`config.mk`:
```
export PLATFORM = sky130hd
export DESIGN_NAME = cpu_shift_flag_sleep_unit
export DESIGN_NICKNAME = d
export VERILOG_FILES = /design/src/cpu_shift_flag_sleep_pkg.sv /design/src/cpu_shift_flag_sleep_unit.sv
export VERILOG_INCLUDE_DIRS = /design/src
export SDC_FILE = /design/constraint.sdc
export NUM_CORES = 1
export LEC_CHECK = 0
export BUFFER_PORTS_ARGS = -buffer_cell sky130_fd_sc_hd__buf_2
export CAP_MARGIN = 20
export CORE_MARGIN = 4
export CORE_UTILIZATION = 24
export CTS_CLUSTER_SIZE = 24
export DETAILED_ROUTE_END_ITERATION = 8
export MAX_ROUTING_LAYER = met4
export SETUP_SLACK_MARGIN = 0.4
export SLEW_MARGIN = 20
export SYNTH_ARGS = -nofsm -noshare
export SYNTH_HDL_FRONTEND = slang
export SYNTH_SLANG_ARGS = --single-unit
```
`constraint.sdc`:
```
create_clock -name clk_sys -period 3.8 [get_ports clk_sys]
set_input_delay 1.14 -clock clk_sys [delete_from_list [all_inputs] [get_ports clk_sys]]
set_output_delay 1.14 -clock clk_sys [all_outputs]
set_load 0.02 [all_outputs]
```
`src/cpu_shift_flag_sleep_cfg.svh`:
```
// Constants for the shift, set-flag and power-down execution unit.
// Assumes a 16-bit instruction word and a 32-bit general register file.
`ifndef CPU_SHIFT_FLAG_SLEEP_CFG_SVH
`define CPU_SHIFT_FLAG_SLEEP_CFG_SVH

// ==========================================================================
// Encodings
`define SET_FLAG_CODE       16'h0018
`define POWER_DOWN_CODE     16'h001b
`define SHIFT_GROUP_HI      4'h4
`define ARITH_LEFT_ONE_LO   8'h20
`define LOGICAL_LEFT_ONE_LO 8'h00
`define ARITH_RIGHT_ONE_LO  8'h21
`define LOGICAL_RIGHT_ONE_LO 8'h01
`define LOGICAL_LEFT_TWO_LO 8'h08
`define LOGICAL_LEFT_EIGHT_LO 8'h18
`define LOGICAL_LEFT_SIXTEEN_LO 8'h28
`define LOGICAL_RIGHT_TWO_LO 8'h09
`define LOGICAL_RIGHT_EIGHT_LO 8'h19
`define LOGICAL_RIGHT_SIXTEEN_LO 8'h29

// ==========================================================================
// Fields, timing and reset values
`define REG_SEL_MSB         11
`define REG_SEL_LSB         8
`define POWER_DOWN_CYCLES   2'h3
`define PC_STEP             32'h0000_0002
`define FLAG_RESET          1'h0

`endif

```
`src/cpu_shift_flag_sleep_pkg.sv`:
```
// Types for the shift, set-flag and power-down execution unit.
// Assumes the constants header is included by the design file.
package cpu_shift_flag_sleep_pkg;

    // ======================================================================
    // Decoded operations
    typedef enum logic [3:0] {
        OP_NONE,
        OP_SET_FLAG,
        OP_POWER_DOWN,
        OP_LEFT_ONE,
        OP_ARITH_RIGHT_ONE,
        OP_LOGICAL_RIGHT_ONE,
        OP_LEFT_TWO,
        OP_LEFT_EIGHT,
        OP_LEFT_SIXTEEN,
        OP_RIGHT_TWO,
        OP_RIGHT_EIGHT,
        OP_RIGHT_SIXTEEN
    } op_t;

    // ======================================================================
    // Execution states
    typedef enum logic [1:0] {
        ST_RUN,
        ST_ENTER,
        ST_SLEEP
    } state_t;

endpackage : cpu_shift_flag_sleep_pkg

```
`src/cpu_shift_flag_sleep_unit.sv`:
```
// Execution unit for single and multi-bit shifts, set-flag and power-down.
// Assumes decode presents one instruction per cycle with issueValid and
// reads the register file combinationally through readData.
//
// Summary of operation
// RULE1 - Set-flag forces the condition flag to one and advances PC by two.
// RULE2 - Set-flag is the fixed pattern 0x0018 and completes in one cycle.
// RULE3 - Left one-bit shifts move bit 31 to the flag, fill zero, one cycle.
// RULE4 - Arithmetic right shift moves bit 0 to the flag and keeps bit 31.
// RULE5 - Logical right shift moves bit 0 to the flag and clears bit 31.
// RULE6 - Left shifts by 2, 8, 16 zero-fill and leave the flag alone.
// RULE7 - Right shifts by 2, 8, 16 zero-fill and leave the flag alone.
// RULE8 - Power-down takes three cycles to reach the low-power state.
// RULE9 - In low power no instruction issues and all state is held.
// RULE10 - An interrupt request ends low power and starts exception handling.
// RULE11 - Bits 11 to 8 of a shift select the source and destination register.
`include "cpu_shift_flag_sleep_cfg.svh"
`timescale 1ns/100ps

module cpu_shift_flag_sleep_unit
    import cpu_shift_flag_sleep_pkg::*;
#(
    parameter int DATA_W = 32,
    parameter int SEL_W  = 4
) (
    input  wire logic              clk_sys,
    input  wire logic              reset,
    input  wire logic              issueValid,
    input  wire logic [15:0]       instrWord,
    input  wire logic [DATA_W-1:0] pcIn,
    input  wire logic [DATA_W-1:0] readData,
    input  wire logic              irqRequest,
    output logic [SEL_W-1:0]       readSel,
    output logic                   issueReady,
    output logic                   writeEnable,
    output logic [SEL_W-1:0]       writeSel,
    output logic [DATA_W-1:0]      writeData,
    output logic                   flagOut,
    output logic                   pcValid,
    output logic [DATA_W-1:0]      pcOut,
    output logic                   sleeping,
    output logic                   exceptionStart
);

    // ======================================================================
    // Decode
    function automatic op_t decode_op(input logic [15:0] w);
        op_t op;
        op = OP_NONE;
        if (w == `SET_FLAG_CODE) begin
            op = OP_SET_FLAG;                               // [RULE2]
        end else if (w == `POWER_DOWN_CODE) begin
            op = OP_POWER_DOWN;
        end else if (w[15:12] == `SHIFT_GROUP_HI) begin
            unique case (w[7:0])
                `ARITH_LEFT_ONE_LO,
                `LOGICAL_LEFT_ONE_LO:      op = OP_LEFT_ONE;
                `ARITH_RIGHT_ONE_LO:       op = OP_ARITH_RIGHT_ONE;
                `LOGICAL_RIGHT_ONE_LO:     op = OP_LOGICAL_RIGHT_ONE;
                `LOGICAL_LEFT_TWO_LO:      op = OP_LEFT_TWO;
                `LOGICAL_LEFT_EIGHT_LO:    op = OP_LEFT_EIGHT;
                `LOGICAL_LEFT_SIXTEEN_LO:  op = OP_LEFT_SIXTEEN;
                `LOGICAL_RIGHT_TWO_LO:     op = OP_RIGHT_TWO;
                `LOGICAL_RIGHT_EIGHT_LO:   op = OP_RIGHT_EIGHT;
                `LOGICAL_RIGHT_SIXTEEN_LO: op = OP_RIGHT_SIXTEEN;
                default:                   op = OP_NONE;
            endcase
        end
        return op;
    endfunction : decode_op

    op_t              curOp;
    state_t           state_reg;
    logic [1:0]       enterCount_reg;
    logic             flag_reg;
    logic             accept;
    logic [DATA_W-1:0] shifted;
    logic             shiftFlag;
    logic             isShift;
    logic             flagTouched;

    assign curOp  = decode_op(instrWord);
    assign accept = issueValid && (state_reg == ST_RUN);          // [RULE9]
    assign readSel = instrWord[`REG_SEL_MSB:`REG_SEL_LSB];        // [RULE11]

    // ======================================================================
    // Shifter
    always_comb begin
        shifted     = readData;
        shiftFlag   = flag_reg;
        isShift     = 1'b1;
        flagTouched = 1'b0;
        unique case (curOp)
            OP_LEFT_ONE: begin
                shifted     = {readData[DATA_W-2:0], 1'b0};       // [RULE3]
                shiftFlag   = readData[DATA_W-1];
                flagTouched = 1'b1;
            end
            OP_ARITH_RIGHT_ONE: begin
                shifted     = {readData[DATA_W-1],
                               readData[DATA_W-1:1]};             // [RULE4]
                shiftFlag   = readData[0];
                flagTouched = 1'b1;
            end
            OP_LOGICAL_RIGHT_ONE: begin
                shifted     = {1'b0, readData[DATA_W-1:1]};       // [RULE5]
                shiftFlag   = readData[0];
                flagTouched = 1'b1;
            end
            OP_LEFT_TWO:      shifted = readData << 2;            // [RULE6]
            OP_LEFT_EIGHT:    shifted = readData << 8;            // [RULE6]
            OP_LEFT_SIXTEEN:  shifted = readData << 16;           // [RULE6]
            OP_RIGHT_TWO:     shifted = readData >> 2;            // [RULE7]
            OP_RIGHT_EIGHT:   shifted = readData >> 8;            // [RULE7]
            OP_RIGHT_SIXTEEN: shifted = readData >> 16;           // [RULE7]
            OP_SET_FLAG: begin
                isShift     = 1'b0;
                shiftFlag   = 1'b1;                               // [RULE1]
                flagTouched = 1'b1;
            end
            default:          isShift = 1'b0;
        endcase
    end

    // ======================================================================
    // Register writeback, one cycle per shift
    always_ff @(posedge clk_sys) begin
        if (reset) begin
            writeEnable <= 1'b0;
            writeSel    <= '0;
            writeData   <= '0;
        end else begin
            writeEnable <= accept && isShift;                     // [RULE11]
            if (accept) begin
                writeSel  <= instrWord[`REG_SEL_MSB:`REG_SEL_LSB];
                writeData <= shifted;                             // [RULE9]
            end
        end
    end

    // ======================================================================
    // Condition flag
    always_ff @(posedge clk_sys) begin
        if (reset) begin
            flag_reg <= `FLAG_RESET;
        end else if (accept && flagTouched) begin
            flag_reg <= shiftFlag;                                // [RULE1]
        end
    end
    assign flagOut = flag_reg;

    // ======================================================================
    // Program counter
    always_ff @(posedge clk_sys) begin
        if (reset) begin
            pcValid <= 1'b0;
            pcOut   <= '0;
        end else begin
            pcValid <= accept && (curOp != OP_NONE);
            if (accept) begin
                if (curOp == OP_POWER_DOWN) begin
                    pcOut <= pcIn;
                end else begin
                    pcOut <= pcIn + `PC_STEP;                     // [RULE1]
                end
            end
        end
    end

    // ======================================================================
    // Power-down sequencing
    always_ff @(posedge clk_sys) begin
        if (reset) begin
            state_reg      <= ST_RUN;
            enterCount_reg <= 2'h0;
            sleeping       <= 1'b0;
            issueReady     <= 1'b1;
            exceptionStart <= 1'b0;
        end else begin
            exceptionStart <= 1'b0;
            unique case (state_reg)
                ST_RUN: begin
                    if (accept && curOp == OP_POWER_DOWN) begin
                        state_reg      <= ST_ENTER;               // [RULE8]
                        enterCount_reg <= 2'h1;
                        issueReady     <= 1'b0;
                    end
                end
                ST_ENTER: begin
                    if (enterCount_reg == `POWER_DOWN_CYCLES - 2'h1) begin
                        state_reg <= ST_SLEEP;                    // [RULE8]
                        sleeping  <= 1'b1;
                    end else begin
                        enterCount_reg <= enterCount_reg + 2'h1;
                    end
                end
                ST_SLEEP: begin
                    if (irqRequest) begin
                        state_reg      <= ST_RUN;                 // [RULE10]
                        sleeping       <= 1'b0;
                        issueReady     <= 1'b1;
                        exceptionStart <= 1'b1;
                    end
                end
                default: begin
                    state_reg  <= ST_RUN;
                    sleeping   <= 1'b0;
                    issueReady <= 1'b1;
                end
            endcase
        end
    end
    // Nothing issues while issueReady is low, so all state holds [RULE9]

endmodule : cpu_shift_flag_sleep_unit

```
### Word level (Yosys, flattened, before mapping)

Cells that the tools add are included.

* output and inout bits: 78
* flip-flop bits (word level): 78
* logic and storage cells: 88
* bits of input ports: 84

* mux-type cells: 22
* eq/ne operators: 30
* reductions and logical operators: 20
* add/subtract/negate cells: 2
* bitwise gates (word level): 3

Operator list (count)
* case mux 32 bit (9 select lines): 1
* case mux 4 bit (9 select lines): 1
* adder 32 x 2 -> 32 bit (second input constant): 1
* == test 16 x 5 -> 1 bit (second input constant): 2
* == test 8 x 6 -> 1 bit (second input constant): 4
* two-way mux 32 bit: 1
* == test 4 x 3 -> 1 bit (second input constant): 5
* == test 4 bit (second input constant): 4
* == test 8 x 4 -> 1 bit (second input constant): 2
* == test 8 x 5 -> 1 bit (second input constant): 2
* two-way mux 4 bit: 3
* AND reduction 3 bit: 4
* case mux 1 bit (3 select lines): 3
* OR reduction 9 bit: 1
* == test 4 x 2 -> 1 bit (second input constant): 2
* == test 8 x 1 -> 1 bit (second input constant): 1
* logical NOT 8 bit: 1
* two-way mux 2 bit: 4
* two-way mux 1 bit: 7
* inequality test 2 bit (second input constant): 3
* case mux 2 bit (3 select lines): 1
* OR reduction 2 bit: 3
* logical AND 1 bit: 5
* == test 2 bit (second input constant): 2
* 12 further kinds: 14

### Logic depth before layout (Yosys ltp)

Gate-level depths: netlist (run 1).

* depth after elaboration: 11
* gate-level depth with buffers: 10
* depth with buffers taken out: 6

### Worst setup path after synthesis (run 1)

Ideal clock, no wire load.

* kind: input to register
* start: input instrWord[1]
* end: register writeData[26]
* buffers on the path: 1
* setup slack: 0.792 ns
* arrival: 2.875 ns
* data required time: 3.667 ns
* stages: 7
* library setup time: 0.133 ns
* cell sequence: or4_1 > buf_2 > a211o_1 > a221o_1 > a221o_1 > a2111oi_2 > nor4_1

* cells in the longest elaborated chain, start to end: 8
* elaborated cells on any way between the ends: 27
* classes of those cells: eq/ne (20); mux (5); reduce/logical (2)

Ends and longest elaborated chain
* start: declaration: line cpu_shift_flag_sleep_unit.sv:29 `input wire logic [15:0] instrWord,`
* == test 8 x 6 -> 1 bit or logical NOT 8 bit (tied branches): line cpu_shift_flag_sleep_unit.sv:55 `unique case (w[7:0])`
* OR reduction 2 bit: line cpu_shift_flag_sleep_unit.sv:55
* case mux 4 bit (9 select lines): line cpu_shift_flag_sleep_unit.sv:55
* two-way mux 4 bit: line cpu_shift_flag_sleep_unit.sv:54 `` end else if (w[15:12] == `SHIFT_GROUP_HI) begin ``
* two-way mux 4 bit: line cpu_shift_flag_sleep_unit.sv:52 `` end else if (w == `POWER_DOWN_CODE) begin ``
* two-way mux 4 bit *: line cpu_shift_flag_sleep_unit.sv:50 `` if (w == `SET_FLAG_CODE) begin ``
* == test 4 bit (tied with other cells): line cpu_shift_flag_sleep_unit.sv:93 `unique case (curOp)`
* case mux 32 bit (9 select lines) *: line cpu_shift_flag_sleep_unit.sv:93
* end signal: assignment: line cpu_shift_flag_sleep_unit.sv:136 `writeData <= shifted;`
* end: declaration: line cpu_shift_flag_sleep_unit.sv:37 `output logic [DATA_W-1:0] writeData,`

Mark *: on every way between the ends. The rest lies on a longest branch, timed or not.
A chain may end at the register's enable or synchronous reset.

### Worst setup path in the final report (run 1)

* start: input instrWord[13]
* end: register writeData[17]

* cells in the longest elaborated chain, start to end: 6
* elaborated cells on any way between the ends: 16
* classes of those cells: eq/ne (12); mux (4)

Ends and longest elaborated chain (line)
* == test 4 x 3 -> 1 bit (no source line)
* two-way mux 4 bit: cpu_shift_flag_sleep_unit.sv:54
* two-way mux 4 bit: cpu_shift_flag_sleep_unit.sv:52
* two-way mux 4 bit *: cpu_shift_flag_sleep_unit.sv:50
* == test 4 bit (tied with other cells): cpu_shift_flag_sleep_unit.sv:93
* case mux 32 bit (9 select lines) *: cpu_shift_flag_sleep_unit.sv:93

Marks and branches as above.

==> results.toml, run 1 <==
[status]
status = "finished clean"

[grt]
grt_use_met2_pct = 27.7
overflow = 0
track_usage_pct = 19.1
met1_usage_pct = 25.9
grt_max_degree = 57
grt_pass1_wl_um = 36100
grt_util_met3_pct = 4.65
antenna_found_initial = 0
grt_pass1_vias = 6098
grt-busiest-layer = "met2"

[drt]
post-route-drc-count = 0
viasPerCell = 5.72
drt-initial-drc-count = 955
num_vias = 6485
ant_nets = 0
dr.pass1.iters = 7
drt_wl_total_um = 23800
routedWlPerCell_um = 21.0

[critical_path]
r2r_setup_slack_ns = 1.58
cp-end-kind = "register"
cp_data_required_time_ns = 4.04
max_stage_delay_ns = 0.59
r2r_start = "state_reg[0]"
worst_r2r_path_depth = 6
worstPathMaxFanout = 11
crit_top_cell = "a211o_1"
path_cells = "buf_2 -> or4b_4 -> a211o_1 -> buf_4 -> a221o_1 -> a21oi_1 -> a31oi_1 -> a211o_1"
start_kind = "primary input"
critPathKind = "primary input to register"
reg2reg_to = "writeData[9]"
crit_path_top_delay_cell = "or4b_4"
arrival_ns = 3.37

[synthesis]
yosysUniqueCellTypes = 69
synth_top_flop_cell = "dfxtp_1"
ys_seq_area_share_pct = 28.9
synth-edff-count = 0
synth_area_leaders = "dfxtp_1 29%, nand3_1 4.5%, nor2_1 4.4%, nand2_1 4.2%, a211oi_1 3.9%"
synth_top_area_cell = "dfxtp_1"
synth-async-reset-ratio_pct = 0
synth_seq_cells = 78
ys_warn_count = 0
syn_inst = 711
synth_area_mm2 = 0.00541
synth_top_area_share_pct = 28.9
syn_avg_cell_area_um2 = 7.60
syn-num-nets = 797

[timing]
min_period_over_period_pct = 82.3
layout_min_cycle_time_ns = 3.13
fmax_mhz = 320
worstMarginPinSlew_ns = 0.811
fin_skew_ns = 0.00916
grt_setup_unrepaired = "no"
hold_violations = 0
setup_viol = 0
timing.max_slew.rel_slack_pct = 45.9
layout_setup_ws_ns = 0.672
drv_slew = 0
fin_setup_tns_ns = 0

[layout]
diodes = 0
stdcell_area_mm2 = 0.00691
multi_input_area_mm2 = 0.00350
final_common_cell = "buf_2"
area_growth_syn_to_layout_pct = 27.9
n_fill_cell = 2353
most-common-layout-cells = "161 x buf_2, 78 x dfxtp_1, 63 x nor2_1, 61 x nand2_1, 49 x nand3_1"
nets = 935
ff_latch_area_mm2 = 0.00156
layout-drive-gt1-share_pct = 27.5
reg.largest.list = "pcOut: 32 flops, writeData: 32 flops, writeSel: 4 flops"

[clocking]
numCtsBuffers = 9
cts_hold_buf = 0
cts-root-buf = "clkbuf_16"
clkTransAtPathRegs_ns = 0.07
clockBufferDepth = 2
cts_tree = "yes"
clk_latency_ns = 0.35
postCtsSetupBuffers = 0
cts-resized-gates = 0
cts-htree-levels = 3
cts.sinks = 78

[worst_hold_path]
holdPathStages = 1
min_from = "writeData[1]"
hold_path.class = "register to register"
holdPathEnd = "writeData[1]"

[power]
cell_internal_pwr_uw = 1600
pwr-share-clk_pct = 41.8
power_leakage_uw = 0.00278
seqPwrFrac_pct = 38.5
ir_worst_vdd_mv = 0.215
powerDensity_mw_per_mm2 = 335
p_sw_uw = 720
combPwrFrac_pct = 19.7
switching_share_pct = 31.1

[placed_design]
placed_area_mm2 = 0.00659
portBuffers = 161
hpwl_um = 17400
routabilityCongestion = 0.950
place_ws_ns = 0.347

[flow_run]
cap_violations = 0

[floorplan]
die_x_um = 158
start_util_pct = 24.6
core_mm2 = 0.0220
die-area_mm2 = 0.0250
rows = 54
ios = 162
die_y_um = 158
## critical path, delay by kind of cell
kind            cells  cell delay (ns)
simple gates        1             0.59
buf+inv             2             0.40
compound gates      5             1.25
## cells in the mapped netlist (16+ instances only)
cell and instances:
dfxtp_1 78, nor2_1 63, nand2_1 61, nand3_1 49, clkbuf_1 43, a21oi_1 30
nor3_1 29, a211oi_1 28, o21ai_0 28, a221oi_1 23, a22oi_1 19, xnor2_1 19
buf_2 18, a22o_1 16
## metrics by stage
step | hold WS (ns) | power, uW | utilization [%] | std cells
after global routing | 0.467 | 2410 | 31.5 | 1134
final | 0.451 | 2320 | 31.5 | 1134
after global placement | 0.437 | 1360 | 30.0 | 1118
after CTS | 0.455 | 2340 | 31.5 | 1134
after floorplan | 0.461 | 1160 | - | 711
after detailed placement | 0.439 | 1360 | 30.0 | 1118
## how the worst max path moves through the flow
stage                        startpoint       endpoint  slack (ns)  cells past startpoint
after CTS                 instrWord[13]   writeData[0]        0.72                      7
after global placement    instrWord[13]   writeData[0]        0.35                      7
final                     instrWord[13]  writeData[17]        0.67                      8
after global routing      instrWord[13]   writeData[5]        0.56                      8
after floorplan            instrWord[1]  writeData[26]        0.79                      7
after detailed placement  instrWord[13]   writeData[0]        0.35                      7
## final cells by class
class                           instances  area share (%)
Tap cell                              280            5.07
Sequential cell                        78            22.6
Clock buffer                            9            3.26
Timing Repair Buffer                  202            16.5
Multi-Input combinational cell        548            50.7
Inverter                               10           0.543
Clock inverter                          7            1.41
## per-layer routing
layer / up-vias / part of all wire [%]
met2: 413 / 44
met1: 3023 / 43
met5: - / 0
li1: 2987 / -
met4: 0 / 2.7
met3: 62 / 11
## power by group through the flow
| stage | clock network [uW] | logic (uW) | registers, uW |
|---|---|---|---|
| finish | 968 | 458 | 893 |
| global route | 1020 | 491 | 899 |
| CTS | 992 | 452 | 893 |
| detailed placement | 0 | 451 | 911 |
| global placement | 0 | 452 | 911 |
| floorplan | 0 | 187 | 968 |
## cells by family after synthesis
family | count (synthesis) | share of synthesized area, %
adders and majority gates | 2 | 0.463
buffers and inverters | 85 | 6.64
and+or+nand+nor | 290 | 27.7
muxes | 5 | 0.949
xor gates and xnor gates | 30 | 4.86
DFF | 78 | 28.9
AOI/OAI and AO/OA | 221 | 30.5
Note: power is estimated with default switching activity, not from simulation.
==> inputs of run 2 (changes only) <==
==> constraint.sdc (replaced) <==
create_clock -name clk_sys -period 3.05 [get_ports clk_sys]
set_input_delay 0.915 -clock clk_sys [delete_from_list [all_inputs] [get_ports clk_sys]]
set_output_delay 0.915 -clock clk_sys [all_outputs]
set_load 0.02 [all_outputs]
==> results.toml, run 2 (same netlist as run 1, synthesis figures left out) <==
[drt]
drt-initial-drc-count = 673
num_vias = 6700
viasPerCell = 5.69
drt_wl_total_um = 24100
post-route-drc-count = 0
dr.pass1.iters = 6
routedWlPerCell_um = 20.5
ant_nets = 0

[critical_path]
cp-end-kind = "register"
worstPathMaxFanout = 6
crit_top_cell = "buf_4"
start_kind = "primary input"
worst_r2r_path_depth = 6
critPathKind = "primary input to register"
reg2reg_to = "writeData[25]"
max_stage_delay_ns = 0.57
r2r_start = "state_reg[1]"
path_cells = "buf_6 -> or4b_4 -> a211o_4 -> buf_4 -> buf_4 -> a221o_1 -> a221oi_2 -> o21ai_1"
arrival_ns = 2.86
crit_path_top_delay_cell = "or4b_4"
r2r_setup_slack_ns = 0.90
cp_data_required_time_ns = 3.28

[placed_design]
portBuffers = 161
hpwl_um = 17700
routabilityCongestion = 0.928

[clocking]
clockBufferDepth = 2
cts.sinks = 78
cts_hold_buf = 0
cts_tree = "yes"
clk_latency_ns = 0.35
clkTransAtPathRegs_ns = 0.06
cts-root-buf = "clkbuf_16"
cts-htree-levels = 3
numCtsBuffers = 9

[timing]
worstMarginPinSlew_ns = 1.04
drv_slew = 0
hold_ws_ns = 0.450
timing.max_slew.rel_slack_pct = 30.7
grt_setup_unrepaired = "yes"
fmax_mhz = 381
fin_skew_ns = 0.00722
hold_violations = 0
min_period_over_period_pct = 86.0
layout_min_cycle_time_ns = 2.62
fin_setup_tns_ns = 0
setup_viol = 0

[worst_hold_path]
min_from = "writeData[0]"
holdPathStages = 2
holdPathEnd = "writeData[0]"
hold_path.class = "register to register"

[floorplan]
start_util_pct = 24.6
die-area_mm2 = 0.0250
rows = 54
ios = 162
die_x_um = 158
die_y_um = 158
core_mm2 = 0.0220

[layout]
area_growth_syn_to_layout_pct = 37.4
most-common-layout-cells = "159 x buf_2, 79 x buf_4, 78 x dfxtp_1, 63 x nor2_1, 61 x nand2_1"
reg.largest.list = "pcOut: 32 flops, writeData: 32 flops, writeSel: 4 flops"
final_common_cell = "buf_2"
layout-drive-gt1-share_pct = 33.0
diodes = 0
nets = 980

[flow_run]
cap_violations = 0

[grt]
grt_max_degree = 78
overflow = 0
antenna_found_initial = 0
grt_pass1_wl_um = 36100
track_usage_pct = 19.0
grt_pass1_vias = 6325

[power]
power_leakage_uw = 0.00305
ir_worst_vdd_mv = 0.217
powerDensity_mw_per_mm2 = 392

[status]
status = "finished clean"
[run 2: area by class of cell]
| cell class | count | area [um2] |
|---|---|---|
| well taps | 280 | 350 |
| fillers | 2338 | 14500 |
| inverters | 10 | 37.5 |
| flip-flops and latches | 78 | 1560 |
| multi-input cells | 548 | 3620 |
| clock inverters | 6 | 87.6 |
| repair buffers | 247 | 1540 |
| clock buffers | 9 | 225 |
[run 2: worst max-delay path, delay by kind of cell]
family	cells	cell delay, ns
AND/OR/NAND/NOR	1	0.57
buffers and inverters	3	0.43
AO/OA/AOI/OAI	4	0.94
[run 2: timing repair]
action                                  CTS  global route
gates resized for setup                   1            19
endpoints found under the setup margin    2            18
buffers inserted                          4             4
pin swaps                                 2             5
[run 2: power by group]
part | switching, uW | internal (uW)
registers | 35.1 | 1080
clock network | 477 | 713
logic | 388 | 216
total | 901 | 2010
[run 2: worst max path at each step]
stage                        startpoint       endpoint
final                     instrWord[15]   writeData[0]
after global routing      instrWord[15]  writeData[26]
after CTS                  instrWord[6]   writeData[0]
after detailed placement  instrWord[13]  writeData[25]
after global placement    instrWord[13]  writeData[25]
after floorplan            instrWord[1]  writeData[26]
[run 2: metal layers]
| metal | global-route usage, % | vias to the layer above | routed length [um] |
|---|---|---|---|
| met1 | 24.9 | 3179 | 10300 |
| met3 | 3.64 | 69 | 2210 |
| met2 | 28.7 | 374 | 10900 |
| li1 | - | 3078 | - |
| met4 | 7.76 | 0 | 748 |
| met5 | - | - | 0 |
[run 2: through the flow]
step	worst slack, ns	std cells	total power (uW)	utilization, %	instance area, um2
detailed placement	0.0203	1155	1730	31.7	6950
floorplan	0.277	711	1440	-	5460
global placement	0.0251	1155	1730	31.7	6950
CTS	0.408	1174	2930	33.2	7290
global route	0.356	1178	3020	33.8	7430
finish	0.426	1178	2910	33.8	7430
